===== src/rtl/scel_pkg.sv =====
// package of constants and carrier types for the strap configuration and enable logic
package scel_pkg;
	// ---------------------------------------------
	// clock and timing
	// ---------------------------------------------
	localparam int unsigned CLK_HZ = 20_000_000; // ref_clk rate
	localparam int unsigned POR_TIMEOUT_US = 5500; // power-on timeout, typical, in us
	localparam int unsigned POR_TIMEOUT_MAX_US = 6500; // power-on timeout, worst case, in us
	localparam int unsigned POR_TIMEOUT_CYC = (CLK_HZ / 1000) * POR_TIMEOUT_US / 1000; // rounded down
	localparam int unsigned OC_RETRY_MS = 9; // overcurrent retry interval, in ms
	localparam int unsigned OC_RETRY_CYC = (CLK_HZ / 1000) * OC_RETRY_MS; // cycles per retry
	localparam int unsigned US_CLAMP_KHZ = 25; // ultrasonic light-load floor, in kHz
	localparam int unsigned US_CLAMP_CYC = CLK_HZ / (US_CLAMP_KHZ * 1000); // cycles per maximum pulse period
	localparam int unsigned CNT_W = 18; // width of the long timers
	// ---------------------------------------------
	// serial command codes
	// ---------------------------------------------
	localparam logic [7:0] CMD_OPERATION = 8'h01; // on/off operation command
	localparam logic [7:0] CMD_ON_OFF_CFG = 8'h02; // on/off configuration command
	localparam logic [7:0] CMD_BOOT_CODE = 8'hdc; // boot_voltage_pin_code read
	localparam logic [7:0] CMD_MODE_CODE = 8'hdd; // mode_comp_address_pin_code read
	localparam logic [7:0] CMD_FAULT_CODE = 8'hde; // fault_freq_gain_pin_code read
	localparam logic [7:0] CMD_RAMP_CODE = 8'hdf; // ramp_loop_pin_code read
	// ---------------------------------------------
	// field positions
	// ---------------------------------------------
	localparam int unsigned OPER_ON_BIT = 7; // operation: on bit
	localparam int unsigned CFG_CMD_BIT = 3; // on/off config: obey operation command
	localparam int unsigned CFG_PIN_BIT = 2; // on/off config: obey enable pin
	localparam int unsigned CFG_PU_BIT = 4; // on/off config: act on enable conditions at all
	localparam logic [7:0] OPERATION_RST = 8'h00; // operation reset value
	localparam logic [7:0] ON_OFF_CFG_RST = 8'h16; // on/off config reset value: pin only
	// ---------------------------------------------
	// fault thresholds
	// ---------------------------------------------
	localparam logic [7:0] OT_TRIP_CODE = 8'h72; // temperature code that trips shutdown
	localparam logic [7:0] OT_CLEAR_CODE = 8'h8e; // temperature code that clears shutdown
	localparam int unsigned OV_RISE_PCT = 120; // overvoltage rising level, percent of reference
	localparam int unsigned OV_FALL_PCT = 100; // overvoltage falling level, percent of reference
	// ---------------------------------------------
	// carriers
	// ---------------------------------------------
	// decoded second pin code
	typedef struct packed {
		logic pfm_enable; // light-load pulse-frequency mode
		logic [1:0] temp_comp_select; // temperature compensation offset
		logic [4:0] bus_address_select; // serial bus address index
	} scel_mode_t;
	// decoded third pin code
	typedef struct packed {
		logic ultrasonic_light_load_enable; // 25 kHz floor
		logic oc_retry; // 1: retry forever, 0: latch off
		logic [2:0] freq_select; // switching frequency index
		logic [2:0] error_amp_gain_select; // loop gain index
	} scel_fault_t;
	// decoded fourth pin code
	typedef struct packed {
		logic [2:0] ramp_rate_select; // soft-start and dynamic_voltage_change rate
		logic [1:0] ramp_resistor_select; // modulator ramp impedance
		logic gain_multiplier_select; // 1x or 2x
	} scel_ramp_t;
	// serial register request from the bus engine
	typedef struct packed {
		logic wr; // write strobe
		logic rd; // read strobe
		logic [7:0] cmd; // command code
		logic [7:0] wdata; // write byte
	} scel_req_t;
	// enable sequencing states, gray along the path
	typedef enum logic [1:0] {
		ST_OFF = 2'b00,
		ST_WAIT = 2'b01,
		ST_READY = 2'b11,
		ST_ON = 2'b10
	} scel_state_t;
endpackage : scel_pkg


===== src/rtl/scel_hyst.sv =====
// hysteresis comparator with separate set and clear levels
`timescale 1ns/1ns
`default_nettype none
module scel_hyst #(
	parameter int W = 8,
	parameter bit UP = 1'b1
) (
	input wire logic ref_clk,
	input wire logic rst_n,
	input wire logic [W-1:0] value,
	input wire logic [W-1:0] set_level,
	input wire logic [W-1:0] clear_level,
	output logic flag
);
	// ---------------------------------------------
	// state
	// ---------------------------------------------
	typedef struct packed {
		logic flag; // current decision
	} scel_hyst_st_t;
	scel_hyst_st_t st_r; // registered state
	scel_hyst_st_t st_nxt; // next state
	// set when crossing set_level, clear when back past clear_level
	always_comb
	begin
		st_nxt = st_r;
		if (UP)
		begin
			if (value >= set_level)
				st_nxt.flag = 1'b1;
			else if (value <= clear_level)
				st_nxt.flag = 1'b0;
		end
		else
		begin
			if (value <= set_level)
				st_nxt.flag = 1'b1;
			else if (value >= clear_level)
				st_nxt.flag = 1'b0;
		end
	end
	// register
	always_ff @(posedge ref_clk or negedge rst_n)
	begin
		if (!rst_n)
			st_r <= '0;
		else
			st_r <= st_nxt;
	end
	assign flag = st_r.flag;
endmodule // scel_hyst
`default_nettype wire


===== src/rtl/scel_top.sv =====
// strap configuration loader, enable sequencing and fault decisions
`timescale 1ns/1ns
`default_nettype none
module scel_top
	import scel_pkg::*;
#(
	parameter int unsigned POR_CYC = scel_pkg::POR_TIMEOUT_CYC,
	parameter int unsigned RETRY_CYC = scel_pkg::OC_RETRY_CYC
) (
	input wire logic ref_clk,
	input wire logic rst_n,
	input wire logic input_supply_rail_ok,
	input wire logic high_bias_rail_ok,
	input wire logic driver_bias_rail_ok,
	input wire logic core_bias_rail_ok,
	input wire logic enable_pin,
	input wire logic [7:0] boot_voltage_pin,
	input wire logic [7:0] mode_comp_address_pin,
	input wire logic [7:0] fault_freq_gain_pin,
	input wire logic [7:0] ramp_loop_pin,
	input wire logic adc_valid,
	input wire logic [7:0] temp_code,
	input wire logic [11:0] vout_code,
	input wire logic [11:0] vref_code,
	input wire logic oc_event,
	input wire scel_pkg::scel_req_t bus_req,
	output logic bus_ack,
	output logic [7:0] bus_rdata,
	output logic bus_ready,
	output logic [7:0] boot_voltage_code,
	output scel_pkg::scel_mode_t mode_cfg,
	output scel_pkg::scel_fault_t fault_cfg,
	output scel_pkg::scel_ramp_t ramp_cfg,
	output logic regulator_on,
	output logic ot_shutdown,
	output logic ov_flag,
	output logic oc_latched,
	output logic us_floor_tick
);
	import scel_pkg::*;

	// ---------------------------------------------
	// helpers
	// ---------------------------------------------
	// percentage of a reference, widened to avoid overflow
	function automatic logic [13:0] pct_of(input logic [11:0] ref_v, input int unsigned pct);
		logic [20:0] prod;
		prod = 21'(ref_v) * 21'(pct);
		return 14'(prod / 21'd100);
	endfunction
	// limits a user must know:
	// codes are taken once per reset, later strap changes are ignored
	// requests before the timeout ends get no answer at all
	// overvoltage only raises its flag, it never stops the regulator

	// ---------------------------------------------
	// state
	// ---------------------------------------------
	// block state apart from the two comparator flags in u_ot and u_ov, registered in one place
	typedef struct packed {
		scel_state_t state; // enable sequence
		logic [CNT_W-1:0] por_cnt; // power-on timeout counter
		logic [CNT_W-1:0] retry_cnt; // overcurrent retry counter
		logic [9:0] us_cnt; // ultrasonic floor divider
		logic loaded; // codes captured
		logic [7:0] code1; // boot_voltage_pin_code
		logic [7:0] code2; // mode_comp_address_pin_code
		logic [7:0] code3; // fault_freq_gain_pin_code
		logic [7:0] code4; // ramp_loop_pin_code
		logic [7:0] operation; // operation byte
		logic [7:0] on_off_cfg; // on/off configuration byte
		logic oc_latch; // overcurrent latched off
		logic oc_wait; // waiting out a retry interval
		logic ack; // bus answer strobe
		logic [7:0] rdata; // bus read data
		logic on; // regulator enabled
		logic ready; // bus answering
		logic ot; // registered over-temperature
		logic ov; // registered overvoltage
		logic tick; // ultrasonic floor tick
	} scel_st_t;
	scel_st_t st_r; // registered state
	scel_st_t st_nxt; // next state

	// ---------------------------------------------
	// internal signals
	// ---------------------------------------------
	logic rails_ok; // input supply and all three bias rails good, enable_pin not included
	logic ot_raw; // over-temperature comparator
	logic ov_raw; // overvoltage comparator
	logic [13:0] ov_rise; // overvoltage rising level
	logic [13:0] ov_fall; // overvoltage falling level
	logic [13:0] vout_w; // widened output reading
	logic want_on; // enable request after config
	logic cmd_on; // operation command says on
	logic [7:0] temp_in; // temperature value into comparator

	// ---------------------------------------------
	// rail gate and comparator inputs
	// ---------------------------------------------
	assign rails_ok = input_supply_rail_ok & high_bias_rail_ok & driver_bias_rail_ok
		& core_bias_rail_ok;
	assign ov_rise = pct_of(vref_code, OV_RISE_PCT);
	assign ov_fall = pct_of(vref_code, OV_FALL_PCT);
	assign vout_w = 14'(vout_code);
	// no reading counts as cool, so no false trip
	assign temp_in = adc_valid ? temp_code : OT_CLEAR_CODE;

	// ---------------------------------------------
	// fault comparators
	// ---------------------------------------------
	// temperature code falls as it heats: trip at or below 72h, clear at 8Eh
	scel_hyst #(
		.W(8),
		.UP(1'b0)
	) u_ot (
		.ref_clk(ref_clk),
		.rst_n(rst_n),
		.value(temp_in),
		.set_level(OT_TRIP_CODE),
		.clear_level(OT_CLEAR_CODE),
		.flag(ot_raw)
	);
	// output at or over 120 percent sets, back to 100 percent clears
	// 14 bits so 120 percent of full scale still fits
	scel_hyst #(
		.W(14),
		.UP(1'b1)
	) u_ov (
		.ref_clk(ref_clk),
		.rst_n(rst_n),
		.value(vout_w),
		.set_level(ov_rise),
		.clear_level(ov_fall),
		.flag(ov_raw)
	);

	// ---------------------------------------------
	// next state
	// ---------------------------------------------
	always_comb
	begin
		st_nxt = st_r;
		// strobes default low each cycle
		st_nxt.ack = 1'b0;
		st_nxt.tick = 1'b0;
		// fault levels follow their comparators
		st_nxt.ot = ot_raw;
		st_nxt.ov = ov_raw;
		// enable source selection from on/off config
		cmd_on = st_r.operation[OPER_ON_BIT];
		// bit 4 low: enable conditions ignored
		if (!st_r.on_off_cfg[CFG_PU_BIT])
			want_on = 1'b1; // always on once powered
		else
			want_on = (!st_r.on_off_cfg[CFG_CMD_BIT] || cmd_on)
				&& (!st_r.on_off_cfg[CFG_PIN_BIT] || enable_pin);
		// sequencing
		// off, wait, ready, on; any rail loss back to off
		unique case (st_r.state)
			ST_OFF:
			begin
				// rails low: hold timer clear
				st_nxt.por_cnt = '0;
				if (rails_ok)
					st_nxt.state = ST_WAIT;
			end
			ST_WAIT:
			begin
				// count out the power-on timeout
				if (!rails_ok)
					st_nxt.state = ST_OFF;
				else if (st_r.por_cnt >= CNT_W'(POR_CYC - 1))
					st_nxt.state = ST_READY;
				else
					st_nxt.por_cnt = st_r.por_cnt + 1'b1;
			end
			ST_READY:
			begin
				// bus live, regulator waits for request
				if (!rails_ok)
					st_nxt.state = ST_OFF;
				else if (want_on && !st_r.oc_latch && !st_r.oc_wait && !ot_raw)
					st_nxt.state = ST_ON;
			end
			ST_ON:
			begin
				// running until a fault or request drop
				if (!rails_ok)
					st_nxt.state = ST_OFF;
				else if (!want_on || ot_raw || oc_event)
					st_nxt.state = ST_READY;
			end
		endcase
		// capture codes once on first pass of the timeout
		if (st_r.state == ST_WAIT && !st_r.loaded)
		begin
			st_nxt.loaded = 1'b1;
			st_nxt.code1 = boot_voltage_pin;
			st_nxt.code2 = mode_comp_address_pin;
			st_nxt.code3 = fault_freq_gain_pin;
			st_nxt.code4 = ramp_loop_pin;
		end
		// overcurrent response: latch or timed retry
		if (st_r.state == ST_ON && oc_event)
		begin
			// third code bit 6: retry or latch
			if (st_r.code3[6])
			begin
				st_nxt.oc_wait = 1'b1;
				st_nxt.retry_cnt = '0;
			end
			else
				st_nxt.oc_latch = 1'b1;
		end
		else if (st_r.oc_wait)
		begin
			// count out the retry interval
			if (st_r.retry_cnt >= CNT_W'(RETRY_CYC - 1))
				st_nxt.oc_wait = 1'b0;
			else
				st_nxt.retry_cnt = st_r.retry_cnt + 1'b1;
		end
		// latched overcurrent cleared by toggling the request
		if (st_r.oc_latch && !want_on)
			st_nxt.oc_latch = 1'b0;
		// ultrasonic floor divider runs while on in that mode
		if (st_r.on && st_r.code3[7])
		begin
			if (st_r.us_cnt >= 10'(US_CLAMP_CYC - 1))
			begin
				st_nxt.us_cnt = '0;
				st_nxt.tick = 1'b1;
			end
			else
				st_nxt.us_cnt = st_r.us_cnt + 1'b1;
		end
		else
			// divider held clear when not needed
			st_nxt.us_cnt = '0;
		// serial register access, only once the timeout is over
		if ((st_r.state == ST_READY || st_r.state == ST_ON) && (bus_req.rd || bus_req.wr))
		begin
			st_nxt.ack = 1'b1;
			// read data zero unless a read hits
			st_nxt.rdata = 8'h00;
			if (bus_req.wr)
			begin
				// writes land only in the two control bytes
				if (bus_req.cmd == CMD_OPERATION)
					st_nxt.operation = bus_req.wdata;
				else if (bus_req.cmd == CMD_ON_OFF_CFG)
					st_nxt.on_off_cfg = bus_req.wdata;
			end
			else
			begin
				// reads pick a byte by command code
				unique case (bus_req.cmd)
					CMD_OPERATION: st_nxt.rdata = st_r.operation;
					CMD_ON_OFF_CFG: st_nxt.rdata = st_r.on_off_cfg;
					CMD_BOOT_CODE: st_nxt.rdata = st_r.code1;
					CMD_MODE_CODE: st_nxt.rdata = st_r.code2;
					CMD_FAULT_CODE: st_nxt.rdata = st_r.code3;
					CMD_RAMP_CODE: st_nxt.rdata = st_r.code4;
					default: st_nxt.rdata = 8'h00; // unmapped reads zero
				endcase
			end
		end
		// output levels track the next state
		st_nxt.on = (st_nxt.state == ST_ON);
		st_nxt.ready = (st_nxt.state == ST_READY) || (st_nxt.state == ST_ON);
	end

	// ---------------------------------------------
	// register
	// ---------------------------------------------
	// asynchronous clear, then one copy per clock
	always_ff @(posedge ref_clk or negedge rst_n)
	begin
		if (!rst_n)
		begin
			// control bytes take their own reset values
			st_r <= '0;
			st_r.operation <= OPERATION_RST;
			st_r.on_off_cfg <= ON_OFF_CFG_RST;
		end
		else
			st_r <= st_nxt;
	end

	// ---------------------------------------------
	// outputs, all from flip-flops
	// ---------------------------------------------
	// bus answer
	assign bus_ack = st_r.ack;
	assign bus_rdata = st_r.rdata;
	assign bus_ready = st_r.ready;
	// captured codes and their fields
	assign boot_voltage_code = st_r.code1;
	assign mode_cfg = '{
		pfm_enable: st_r.code2[7],
		temp_comp_select: st_r.code2[6:5],
		bus_address_select: st_r.code2[4:0]
	};
	assign fault_cfg = '{
		ultrasonic_light_load_enable: st_r.code3[7],
		oc_retry: st_r.code3[6],
		freq_select: st_r.code3[5:3],
		error_amp_gain_select: st_r.code3[2:0]
	};
	assign ramp_cfg = '{
		ramp_rate_select: st_r.code4[7:5],
		ramp_resistor_select: st_r.code4[4:3],
		gain_multiplier_select: st_r.code4[2]
	};
	// sequencing and fault levels
	assign regulator_on = st_r.on;
	assign ot_shutdown = st_r.ot;
	assign ov_flag = st_r.ov;
	assign oc_latched = st_r.oc_latch;
	assign us_floor_tick = st_r.tick;
endmodule // scel_top
`default_nettype wire


===== config.mk =====
export PLATFORM = sky130hd
export DESIGN_NAME = scel_top
export DESIGN_NICKNAME = d
export VERILOG_FILES = /design/src/rtl/scel_pkg.sv /design/src/rtl/scel_hyst.sv /design/src/rtl/scel_top.sv
export SDC_FILE = /design/constraint.sdc
export NUM_CORES = 1
export LEC_CHECK = 0
export ABC_AREA = 0
export BUFFER_PORTS_ARGS = -buffer_cell sky130_fd_sc_hd__buf_2
export CORE_MARGIN = 5
export CORE_UTILIZATION = 55
export CTS_CLUSTER_DIAMETER = 40
export DETAILED_ROUTE_END_ITERATION = 10
export GPL_ROUTABILITY_DRIVEN = 1
export GPL_TIMING_DRIVEN = 1
export HOLD_SLACK_MARGIN = 0.02
export PLACE_DENSITY_LB_ADDON = 0.3
export SLEW_MARGIN = 20
export SYNTH_ARGS = -nofsm -noshare
export SYNTH_HDL_FRONTEND = slang
export SYNTH_SLANG_ARGS = --single-unit

===== constraint.sdc =====
create_clock -name ref_clk -period 3.1 [get_ports ref_clk]
set_input_delay 0.62 -clock ref_clk [delete_from_list [all_inputs] [get_ports ref_clk]]
set_output_delay 0.62 -clock ref_clk [all_outputs]
set_load 0.1 [all_outputs]

[Word level (Yosys, flattened, before mapping)]
Index checks and enable logic that the tools add are counted.
W data, S select, Z words.
Storage, ports and cells
  bits in registers: 115
  input port bits: 91
  output and inout port bits: 45
  logic and storage cells: 125
Operators by class
  add/sub/neg operators: 3
  $mul: 2
  div/mod/pow operators: 2
  order comparisons: 7
  equality and inequality tests: 16
  mux-type cells: 35
  bitwise gates (word level): 4
  reduce and logical (&&, ||, !) cells: 34
Operators with widths (count)
  $mux W18: 6
  $pmux W8 S6: 1
  $div A19 B7 Y21 const B: 2
  $add A18 B1 Y18 const B: 2
  $pmux W18 S2: 1
  $eq A8 B8 Y1 const B: 4
  $mux W10: 2
  $ge A18 B17 Y1 const B: 1
  $ge A18 B18 Y1 const B: 1
  $mul A12 B5 Y17 const B: 1
  $mul A12 B4 Y16 const B: 1
  $mux W8: 2
  $ge A12 B14 Y1: 1
  $le A12 B14 Y1: 1
  $mux W1: 14
  $mux W2: 7
  $add A10 B1 Y10 const B: 1
  $ge A10 B10 Y1 const B: 1
  $reduce_bool A2 Y1: 5
  $logic_and A1 B1 Y1: 9
  $mux W9: 1
  $reduce_and A3 Y1: 3
  $eq A2 B2 Y1 const B: 4
  $eq A8 B1 Y1 const B: 1
  other kinds (14): 31

[Depth between registers and ports, before layout]
Gate-level depths: netlist of the first run.
  depth in word-level cells: 12
  mapped depth: 70

[By module]
Synthesis of the first run repeated with hierarchy kept, for this count alone.
Unflattened totals
  cells, all modules: 1887
  area, all modules: 15179.6 sq um
By module, submodules not included
  scel_top: instances 1, cells each 1736, area an instance 14039.7 sq um
  scel_hyst (u_ov): instances 1, cells each 98, area an instance 726.9 sq um
  scel_hyst (u_ot): instances 1, cells each 53, area an instance 412.9 sq um

[Least setup slack after synthesis of the first run]
Ideal clock, no wire load.
  path kind: input -> register
  from: input port vref_code[2]
  to: register u_ov.st_r, in the netlist u_ov.flag
  data arrival time: 13.846 ns
  required time: 2.966 ns
  path slack: -10.880 ns
  cell stages on the path: 62
  path buffers: 3
  cell sequence: clkbuf_1 > inv_1 > ha_1 > ha_1 > ha_1 > inv_1 > fa_1 > or3b_1 > nor2_2 > nand2_1 > or3_4 > nor4_4 > o21ai_1 > or3_1 > a32o_2 > o211ai_1 > o211a_4 > inv_2 > [... 26 more ...] > a21o_1 > o21ai_2 > a21o_1 > a21oi_1 > or3_1 > a21boi_2 > nor2_1 > o21a_1 > o221ai_1 > ha_1 > inv_1 > a21oi_1 > nor2_1 > a211oi_1 > o21ai_0 > a21o_1 > a21oi_1 > o31ai_1
On the way
  cells in the longest elaborated chain, start to end: 4
  elaborated cells between the ends (all ways): 8
  those cells by class: mul: 2; div: 2; order compare: 2; mux: 1; reduce/logical: 1
Ends and longest elaborated chain
  start: declaration: line scel_top.sv:24  | input wire logic [11:0] vref_code,
  $mul A12 B4 Y16 or $mul A12 B5 Y17 (tied branches): line scel_top.sv:48  | prod = 21'(ref_v) * 21'(pct);
  $div A19 B7 Y21: line scel_top.sv:49  | return 14'(prod / 21'd100);
  $ge A12 B14 Y1 or $le A12 B14 Y1 (tied branches): line scel_hyst.sv:29, scel_hyst.sv:31
  $mux W1 or $reduce_bool A2 Y1 (tied branches)
  end signal: assignment: line scel_hyst.sv:48  | st_r <= st_nxt;
  end: declaration: line scel_hyst.sv:21  | scel_hyst_st_t st_r;
Several ways; a longest one is shown, not always the timed one.
A chain may end at the register's enable or synchronous reset.

[Worst setup path in the final report of the first run]
  from: input port vref_code[1]
  to: register u_ov.st_r, in the netlist u_ov.flag
Same word-level chain as after synthesis.

==> impl_metrics.json, run 1 <==
{
  "status": "finished with violations",
  "violations": "setup timing",
  "tightest_slew_ns": 0.695,
  "finalCriticalPeriod_ns": 13.60,
  "max_freq_mhz": 73.5,
  "cts-root-buf": "clkbuf_16",
  "layout_common_cells": "buf_4 (691), nor2_1 (182), buf_2 (134)",
  "diodes": 0,
  "avgSynthCellArea_um2": 8.09,
  "relSlewSlack_pct": 53.4,
  "crit_fanout": 5,
  "synthXorXnorAreaFrac_pct": 8.15,
  "synth_seq_cells": 115,
  "cp.arrival_ns": 13.94,
  "drv_cap": 0,
  "dieArea_mm2": 0.0328,
  "final_common_cell": "buf_4",
  "start_kind": "input port",
  "grt_overflow": 0,
  "dp.final_hpwl_um": 43600,
  "ys_warn_count": 0,
  "setup_viol": 3,
  "first_pass_iters": 6,
  "cts_tree": "yes",
  "hp-class": "in2async",
  "clkSlewWorstSetupHoldPaths_ns": 0.05,
  "muxShareOfSynthArea_pct": 7.17,
  "finalCoreUtilization_pct": 81.5,
  "placedCellCount": 3077,
  "critical_path_class": "in2reg",
  "insertion_delay_ns": 0.46,
  "portBuffers": 135,
  "crit_family": "compound AO/OA/AOI/OAI gates",
  "fp.dieH_um": 181,
  "clock_sinks": 115,
  "multi_input_area_mm2": 0.0131,
  "via_per_inst": 6.13,
  "max_stage_delay_ns": 0.55,
  "critPathSlowestCell": "or4_4",
  "dr_total_vias": 19300,
  "synth_cell_type_count": 132,
  "fin_nets": 2968,
  "postSynthCellCount": 1989,
  "drt_wl_total_um": 56800,
  "ff2ff_setup_slack_ns": -0.03,
  "timing.final.ws_setup_ns": -10.50,
  "stdcell_count": 3146,
  "synth_compound_area_share_pct": 28.0,
  "synth-main-ff-cell": "dfrtp_1",
  "fp-row-count": 62,
  "core_area_mm2": 0.0288,
  "regArea_mm2": 0.00288,
  "async_flop_share_pct": 100,
  "cts_buffers": 25,
  "pin_count": 136,
  "timing.critical_path.buf_inv": 10,
  "synth-edff-count": 0,
  "end_kind": "register",
  "drt_iter0_markers": 1456,
  "grt_pass1_vias": 19200,
  "drc": 0,
  "antenna_found_initial": 0,
  "grt_usage_pct": 32.0,
  "rsz0062_at_grt": "true",
  "syn-cell-area_mm2": 0.0161,
  "min_period_over_period_pct": 439,
  "die_x_um": 181,
  "synth.net_count": 2200,
  "clk_path_buf_depth": 3,
  "yosys.area_share.adder_pct": 10.9,
  "drtAntennaViolNets": 0,
  "cp.required_ns": 3.44,
  "fin_skew_ns": 0.0133,
  "synth_top_family_by_area": "compound AO/OA/AOI/OAI gates",
  "htree_levels": 4,
  "wl_per_cell_um": 18.1,
  "grt_pass1_wl_um": 90500,
  "hold_viol_final": 0,
  "nFillCells": 1787,
  "drive_gt1_share_pct": 41.6,
  "synth-simple-area-share_pct": 22.0,
  "initial_utilization_pct": 55.9,
  "gp_congestion": 0.982,
  "grt_max_degree": 53,
  "areaGrowthSynthToFinish_pct": 45.7,
  "cp_common_cell": "buf_4",
  "yosysSeqAreaShare_pct": 17.9,
  "maxSlewViolCount": 0
}
state kept, by name, indices dropped and copies added, names as in the netlist, 6 cells and up:
name	count
mode_cfg	8
fault_cfg	8
boot_voltage_code	8
ramp_cfg	6
st_r	67
bus_rdata	8
through the flow:
stage	hold WS (ns)	setup TNS (ns)	cell area (um^2)	setup slack, ns
after floorplan	0.324	-10.44	16300	-10.44
after global placement	0.390	-10.83	21900	-10.83
after detailed placement	0.404	-11.26	21900	-11.24
after CTS	0.162	-10.34	22900	-10.34
after global routing	0.191	-11.61	23500	-11.24
final	0.146	-10.55	23500	-10.50
synth_stat cells (10+ instances only):
master | number | share of area (%)
a21oi_1 | 126 | 3.9
clkbuf_1 | 37 | 0.86
xnor2_1 | 95 | 5.2
mux2_2 | 60 | 4.2
a31oi_1 | 25 | 0.97
nor2_1 | 192 | 4.5
a22o_1 | 15 | 0.82
ha_1 | 92 | 7.1
buf_4 | 44 | 2.1
a21o_1 | 28 | 1.3
inv_1 | 97 | 2.3
dfrtp_1 | 112 | 17
and2_1 | 26 | 1.0
nor2b_1 | 15 | 0.58
o211ai_1 | 32 | 1.5
xor2_1 | 43 | 2.3
and3_1 | 25 | 0.97
nor4_1 | 10 | 0.39
o22ai_1 | 13 | 0.51
o21ai_0 | 91 | 2.8
o21ai_1 | 25 | 0.78
nand2_1 | 135 | 3.1
fa_1 | 28 | 3.5
o31ai_1 | 21 | 0.98
nand3_1 | 76 | 2.4
o21bai_1 | 16 | 0.75
o21a_1 | 18 | 0.84
or3_1 | 21 | 0.82
nand4_1 | 29 | 1.1
nor3_1 | 50 | 1.6
nand2b_1 | 24 | 0.93
or4_1 | 12 | 0.56
a211oi_1 | 22 | 1.0
mux2i_1 | 30 | 1.9
a22oi_1 | 21 | 0.98
layer usage:
metal,part of all wire [%],global-route usage [%],up-vias
met5,0,0,-
met4,4.0,12.8,0
met3,6.4,4.24,187
met2,51,59.1,896
met1,39,37.3,9239
li1,-,-,8963
worst register-to-register path: cells and delay by family (launching register included):
family / cells / cell delay (ns)
flip-flops: 1 / 0.43
adder cells (fa/ha/maj): 1 / 0.28
AND/OR/NAND/NOR: 6 / 1.03
AO/OA/AOI/OAI: 5 / 1.13
XOR/XNOR: 1 / 0.16
cells by family (layout without fill, tap and decap cells):
family	Yosys count	count (layout)
adders and majority gates	125	125
DFF	115	115
buffers and inverters	196	968
muxes	99	99
and+or+nand+nor	688	688
xor gates and xnor gates	144	145
AOI/OAI and AO/OA	622	622
worst paths after layout:
check,start,depth (start not counted),to
worst max-delay path,vref_code[1],63,u_ov.flag$_DFFE_PN0P_
worst min-delay path,rst_n,1,st_r[71]$_DFF_PN0_
worst max register to register,st_r[75]$_DFFE_PN0P_,13,st_r[88]$_DFFE_PN0P_
worst min register to register,u_ot.flag$_DFFE_PN0P_,0,ot_shutdown$_DFF_PN0_
max in group asynchronous,rst_n,2,st_r[67]$_DFF_PN0_
min in group ref_clk,temp_code[1],2,u_ot.flag$_DFFE_PN0P_
what timing repair did:
| action | CTS | global route |
|---|---|---|
| setup endpoints to repair | 4 | 5 |
| endpoints found under the hold margin | 0 | 0 |
| cloned | 0 | 2 |
| setup buffers | 24 | 11 |
| hold buffers | 0 | 0 |
| resized for setup | 49 | 95 |
| pin swaps | 42 | 34 |
layout make-up:
type	instances	share of cell area, %
clock buffers	30	2.79
clock inverters	2	0.0427
inverters	104	1.71
multi-input cells	1679	55.8
flip-flops and latches	115	12.3
well taps	384	2.05
repair buffers	832	25.4
Power of run 1 is left out: the tool's default activity adds up to more than one toggle a clock period on the data nets, which glitch-free logic cannot reach.
==> run 2: changes to the inputs <==
Settings changed: CORE_UTILIZATION 55 to 61.
==> run 2 against run 1 <==
  * The run now fails in global routing (5_1_grt)
  * Synthesized cell count stayed put
  * Synthesized area stayed put
==> impl_metrics.json, run 2 <==
{
  "synth_common_cells": "nor2_1 (192), nand2_1 (135), a21oi_1 (126)",
  "endpoint_type": "register input",
  "avgSynthCellArea_um2": 8.09,
  "failed_stage": "global routing (5_1_grt)",
  "postSynthCellCount": 1989,
  "error": "[ERROR GRT-0229] Vertical edge usage exceeds the maximum allowed. (21, 6) usage=65535 limit=2200",
  "clk_path_buf_depth": 2,
  "dp.final_hpwl_um": 46000,
  "synth-main-ff-cell": "dfrtp_1",
  "ys_warn_count": 0,
  "antenna_found_initial": 28,
  "cts-root-buf": "clkbuf_16",
  "grt_max_degree": 53,
  "status": "stopped before the end",
  "synth_top_cell_by_area": "dfrtp_1",
  "syn-cell-area_mm2": 0.0161,
  "die_x_um": 172,
  "yosysSeqAreaShare_pct": 17.9,
  "synth-edff-count": 0,
  "portBuffers": 135,
  "htree_levels": 4,
  "clock_sinks": 115,
  "async_flop_share_pct": 100,
  "synth_cell_type_count": 132,
  "dpl_cell_area_mm2": 0.0218,
  "cts_buffers": 17,
  "synthTopCellsByArea": "dfrtp_1 (17%), ha_1 (7.1%), xnor2_1 (5.2%), nor2_1 (4.5%), mux2_2 (4.2%)",
  "synth.net_count": 2200,
  "gp_congestion": 0.973,
  "synth_seq_cells": 115,
  "cts-hold-fix-buffers": 0,
  "synth_top_area_share_pct": 17.4,
  "synth_most_common_cell": "nor2_1",
  "pin_count": 136,
  "fp-row-count": 59,
  "fp.dieH_um": 172,
  "initial_utilization_pct": 61.8,
  "worst_endpoint": "u_ov.flag$_DFFE_PN0P_/D"
}
-- run 2: cell counts after synthesis --
No cell type changed its count.
-- run 2: per-stage QoR --
| stage | instances | setup WS [ns] |
|---|---|---|
| after floorplan | 1989 | -10.44 |
| after global placement | 3026 | -10.77 |
| after detailed placement | 3026 | -11.19 |
| after CTS | 3087 | -10.30 |
-- run 2: kinds of logic after synthesis --
group / share of synthesized area, %
DFF: 17.9
AOI/OAI and AO/OA: 28.0
buffers and inverters: 5.79
xor gates and xnor gates: 8.15
adders and majority gates: 10.9
and+or+nand+nor: 22.0
muxes: 7.17
-- run 2: timing repair --
action / in CTS
endpoints found under the setup margin: 9
setup buffers: 29
pin swaps: 68
resized for setup: 106
cloned: 1
==> run 3: changes to the inputs <==
Settings changed: CORE_UTILIZATION 61 to 40, CTS_CLUSTER_DIAMETER 40 to not set, HOLD_SLACK_MARGIN 0.02 to not set, PLACE_DENSITY_LB_ADDON 0.3 to 0.15.
==> run 3 against run 2 <==
  * The flow now finishes, with violations (setup timing)
==> impl_metrics.json, run 3 (synthesis results as in run 1) <==
{
  "status": "finished with violations",
  "violations": "setup timing",
  "cp_common_cell": "buf_4",
  "drive_gt1_share_pct": 41.0,
  "maxSlewViolCount": 0,
  "start_kind": "input port",
  "portBuffers": 135,
  "whs_ns": 0.165,
  "grt_overflow": 0,
  "clkSlewWorstSetupHoldPaths_ns": 0.06,
  "crit_family": "compound AO/OA/AOI/OAI gates",
  "drt_wl_total_um": 52100,
  "cp.required_ns": 3.40,
  "grt_pass1_wl_um": 85200,
  "timing.critical_path.buf_inv": 10,
  "initial_utilization_pct": 40.4,
  "via_per_inst": 5.48,
  "gp_congestion": 0.902,
  "largest-register": "st_r",
  "timing.final.ws_setup_ns": -10.31,
  "layout_common_cells": "buf_4 (695), nor2_1 (185), nand2_1 (132), buf_2 (132), a21oi_1 (117)",
  "max_freq_mhz": 74.6,
  "final_common_cell": "buf_4",
  "fp.dieH_um": 211,
  "pin_count": 136,
  "die_x_um": 211,
  "end_kind": "register",
  "dieArea_mm2": 0.0444,
  "core_area_mm2": 0.0398,
  "tightest_slew_ns": 0.786,
  "grt_pass1_vias": 17500,
  "areaGrowthSynthToFinish_pct": 45.6,
  "drt_iter0_markers": 1041,
  "crit_fanout": 6,
  "drc": 0,
  "fin_skew_ns": 0.00758,
  "cts_tree": "yes",
  "first_pass_iters": 5,
  "cts-root-buf": "clkbuf_16",
  "min_period_over_period_pct": 432,
  "finalCriticalPeriod_ns": 13.41,
  "cp.arrival_ns": 13.71,
  "largest_reg_flops": 67,
  "rsz0062_at_grt": "true",
  "clk_path_buf_depth": 2,
  "hold_viol_final": 0,
  "max_stage_delay_ns": 0.57,
  "drtAntennaViolNets": 0,
  "insertion_delay_ns": 0.42,
  "grt_usage_pct": 22.5,
  "cts-hold-fix-buffers": 0,
  "cts_buffers": 17,
  "drv_cap": 0,
  "fin_nets": 2960,
  "antenna_found_initial": 2,
  "dr_total_vias": 18000,
  "critical_path_class": "in2reg",
  "grt_max_degree": 52,
  "wl_per_cell_um": 15.8,
  "relSlewSlack_pct": 47.0,
  "dp.final_hpwl_um": 43200,
  "htree_levels": 4,
  "fp-row-count": 73,
  "clock_sinks": 115,
  "diodes": 0,
  "hp-class": "in2async",
  "setup_viol": 1,
  "critPathSlowestCell": "or4b_4"
}
==> run 3: worst paths after layout <==
| check | start | endpoint | slack (ns) | cells after the start |
|---|---|---|---|---|
| max | vref_code[4] | u_ov.flag$_DFFE_PN0P_ | -10.31 | 64 |
| min | rst_n | st_r[69]$_DFF_PN0_ | 0.16 | 1 |
| max reg2reg | st_r[93]$_DFFE_PN0P_ | st_r[108]$_DFFE_PN0P_ | 0.30 | 13 |
| min reg2reg | u_ot.flag$_DFFE_PN0P_ | ot_shutdown$_DFF_PN0_ | 0.43 | 0 |
| max in group asynchronous | rst_n | ramp_cfg[4]$_DFFE_PN0P_ | 2.15 | 2 |
| min in group ref_clk | temp_code[1] | u_ot.flag$_DFFE_PN0P_ | 0.38 | 2 |
==> run 3: cell type report <==
cell class              instances  area (um^2)
fillers                      3633        16400
multi-input cells            1678        13000
repair buffers                833         5960
flip-flops and latches        115         2880
well taps                     525          657
clock buffers                  21          470
inverters                     104          400
clock inverters                 9          106
==> run 3: per-stage QoR <==
step | worst slack [ns] | cells | utilization, % | area (um^2) | setup TNS [ns]
3_3_place_gp | -11.06 | 3233 | 55.6 | 22100 | -11.06
4_1_cts | -10.22 | 3281 | 58.3 | 23200 | -10.22
2_1_floorplan | -10.44 | 1989 | - | 16300 | -10.44
5_1_grt | -11.07 | 3285 | 58.9 | 23400 | -11.07
3_5_place_dp | -11.18 | 3233 | 55.6 | 22100 | -11.18
6_report | -10.31 | 3285 | 58.9 | 23400 | -10.31
==> run 3: routing by layer <==
layer / global-route usage, % / vias up / wire [um]
met5: 0 / - / 21
met4: 5.48 / 4 / 1170
met3: 2.58 / 72 / 2420
met2: 39.9 / 430 / 25100
met1: 29.4 / 8534 / 23300
li1: - / 8947 / -
==> run 3: timing repair <==
| item | in CTS | in global routing |
|---|---|---|
| buffers inserted | 18 | 4 |
| setup endpoints to repair | 1 | 1 |
| resized for setup | 76 | 39 |
| pin swaps | 35 | 15 |
| endpoints found under the hold margin | 0 | 0 |
==> run 3: worst reg2reg max path, stage by stage (launching register included) <==
cell and delay, ns:
dfrtp_1 0.40, ha_1 0.25, a31o_2 0.20, a21oi_1 0.14
o21bai_1 0.08, a31o_2 0.25, a21oi_1 0.14, o21ai_0 0.14
nor2_1 0.24, o2111ai_1 0.13, buf_4 0.19, nor3_1 0.31
xnor2_1 0.17, nor2_1 0.06
Power of run 3 is left out for the same reason.
==> run 4: changes to the inputs <==
Settings changed: MAX_ROUTING_LAYER set to met4, SYNTH_HIERARCHICAL set to 1.
Clock period 3.1 ns to 14.3 ns, I/O delays scaled along.
==> run 4 against run 3 <==
  * The flow now finishes without violations
  * Synthesized cell count shrank 5.1%
  * Worst hold slack improved by 0.23 ns
  * Sequential share of layout area up 3.0 points
  * Utilization shrank 8.8 points
  * Design area decreased by 20%
  * Non-clock buffer count is 453 lower
  * Global-route usage decreased by 1.8 points
  * Final cell count decreased by 16%
  * Clock skew grew 0.0025 ns
  * Flip-flop and latch count unchanged
  * Die area is 5.5% lower
  * First-iteration DRC count is 1.9% higher
==> impl_metrics.json, run 4 <==
{
  "status": "finished, final reports clean",
  "cp.required_ns": 14.57,
  "min_period_over_period_pct": 96.5,
  "crit_fanout": 10,
  "grt_overflow": 0,
  "cts-hold-fix-buffers": 0,
  "min-delay-start": "u_ot/flag$_DFFE_PN0P_",
  "synth_common_cells": "nor2_1 (141), nand2_1 (132), inv_1 (127)",
  "fp-row-count": 71,
  "stdcell_area_mm2": 0.0188,
  "drv_cap": 0,
  "drt_wl_total_um": 44200,
  "wl_per_cell_um": 16.1,
  "avgSynthCellArea_um2": 8.04,
  "critical_path_class": "in2reg",
  "postSynthCellCount": 1887,
  "synth_seq_cells": 115,
  "grt_pass1_vias": 14800,
  "maxSlewViolCount": 0,
  "r2r_cells": 12,
  "final_common_cell": "buf_4",
  "cts-root-buf": "clkbuf_16",
  "hold_viol_final": 0,
  "synth_top_area_share_pct": 18.5,
  "first_pass_iters": 5,
  "areaGrowthSynthToFinish_pct": 23.8,
  "r2r-end": "st_r[87]$_DFFE_PN0P_",
  "synthTopCellsByArea": "dfrtp_1 (18%), ha_1 (9.1%), mux2_2 (4.6%), a21oi_1 (4.0%), fa_1 (3.7%)",
  "clock_sinks": 115,
  "ff2ff_setup_slack_ns": 11.05,
  "initial_utilization_pct": 40.4,
  "gp_congestion": 0.924,
  "finalCriticalPeriod_ns": 13.80,
  "regToRegStartpoint": "st_r[75]$_DFFE_PN0P_",
  "startpoint": "vref_code[2]",
  "syn-cell-area_mm2": 0.0152,
  "hold_depth": 0,
  "hp-class": "reg2reg",
  "end_kind": "register",
  "setup_viol": 0,
  "core_area_mm2": 0.0376,
  "cts_tree": "yes",
  "synth_most_common_cell": "nor2_1",
  "fin_skew_ns": 0.0100,
  "die_x_um": 205,
  "fp.dieH_um": 205,
  "via_per_inst": 5.67,
  "clkSlewWorstSetupHoldPaths_ns": 0.06,
  "ys_warn_count": 6,
  "async_flop_share_pct": 100,
  "synth-main-ff-cell": "dfrtp_1",
  "synth_top_cell_by_area": "dfrtp_1",
  "grt_max_degree": 77,
  "crit_path_end": "u_ov/flag$_DFFE_PN0P_",
  "yosysSeqAreaShare_pct": 19.0,
  "critPathSlowestCell": "nor4_1",
  "pin_count": 136,
  "synth_cell_type_count": 116,
  "drive_gt1_share_pct": 27.0,
  "drt_iter0_markers": 1061,
  "grt_pass1_wl_um": 72500,
  "dpl_cell_area_mm2": 0.0179,
  "fin_nets": 2450,
  "start_kind": "input port",
  "layout_common_cells": "buf_4 (246), nor2_1 (140), buf_2 (134)",
  "dieArea_mm2": 0.0419,
  "grt_usage_pct": 20.7,
  "htree_levels": 4,
  "dr_total_vias": 15600,
  "dp.final_hpwl_um": 35600,
  "cp.arrival_ns": 14.07,
  "max_freq_mhz": 72.5,
  "max_stage_delay_ns": 0.61,
  "antenna_found_initial": 3,
  "portBuffers": 135,
  "drc": 0,
  "relSlewSlack_pct": 31.1,
  "nFillCells": 3710,
  "largest_reg_flops": 67,
  "cts_buffers": 17,
  "drtAntennaViolNets": 0,
  "clk_path_buf_depth": 2,
  "insertion_delay_ns": 0.41,
  "largest-register": "st_r",
  "synth-edff-count": 0,
  "tightest_slew_ns": 1.03
}
==> run 4: cell types whose count changed after synthesis, moves of 9 or more <==
cell / previous run / this run
nor2_1: 192 / 141
xnor2_1: 95 / 44
inv_1: 97 / 127
ha_1: 92 / 111
mux2i_1: 30 / 17
nand3_1: 76 / 89
nand4_1: 29 / 42
o31ai_1: 21 / 8
xor2_1: 43 / 32
a21o_1: 28 / 38
a211oi_1: 22 / 31
a31o_2: 5 / 14
nor2b_1: 15 / 6
==> run 4: per-stage QoR <==
stage | hold WS, ns | setup WS, ns | util [%] | TNS [ns] | cells
2_1_floorplan | 0.371 | 0.389 | - | 0 | 1907
3_3_place_gp | 0.395 | -0.0716 | 47.6 | -0.0716 | 2706
6_report | 0.399 | 0.505 | 50.0 | 0 | 2747
3_5_place_dp | 0.394 | -0.144 | 47.6 | -0.144 | 2706
4_1_cts | 0.406 | 0.253 | 49.1 | 0 | 2738
5_1_grt | 0.411 | -0.0733 | 50.0 | -0.0733 | 2747
==> run 4: kinds of logic after synthesis <==
group	synth area share (%)
flip-flops	19.0
buffers and inverters	6.37
XOR/XNOR	4.71
AO/OA/AOI/OAI	29.8
AND/OR/NAND/NOR	20.6
other	0.0495
adder cells (fa/ha/maj)	13.1
multiplexers	6.31
==> run 4: layout make-up <==
class	count	area (um^2)	share of cell area [%]
multi-input cells	1577	11700	62.2
flip-flops and latches	115	2880	15.3
repair buffers	380	2520	13.4
well taps	511	639	3.40
inverters	129	484	2.58
clock buffers	17	425	2.26
clock inverters	15	149	0.792
diodes	3	7.51	0.0399
==> run 4: routing by layer <==
metal | GRT usage (%) | part of all wire, % | up-vias
met2 | 34.8 | 48 | 333
li1 | - | - | 7791
met4 | 4.07 | 1.5 | 0
met1 | 27.6 | 47 | 7406
met3 | 1.99 | 3.6 | 43
met5 | - | 0 | -
==> run 4: what timing repair did <==
item                       4_1_cts  5_1_grt
resized for setup                0       64
setup endpoints to repair        0        1
buffers inserted                 0        6
==> run 4: worst min path at each step <==
stage                                  to  slack (ns)
global placement    ot_shutdown$_DFF_PN0_        0.39
floorplan               ov_flag$_DFF_PN0_        0.37
detailed placement  ot_shutdown$_DFF_PN0_        0.39
global route        ot_shutdown$_DFF_PN0_        0.41
finish              ot_shutdown$_DFF_PN0_        0.40
CTS                 ot_shutdown$_DFF_PN0_        0.41
==> run 4: worst max-delay path: cells and delay by family <==
family / cells / cell delay (ns)
compound gates: 21 / 5.17
simple gates: 11 / 2.80
fa+ha+maj: 5 / 1.46
buf+inv: 8 / 1.06
mux: 2 / 0.54
xor+xnor: 1 / 0.19
Power of run 4 is left out for the same reason.
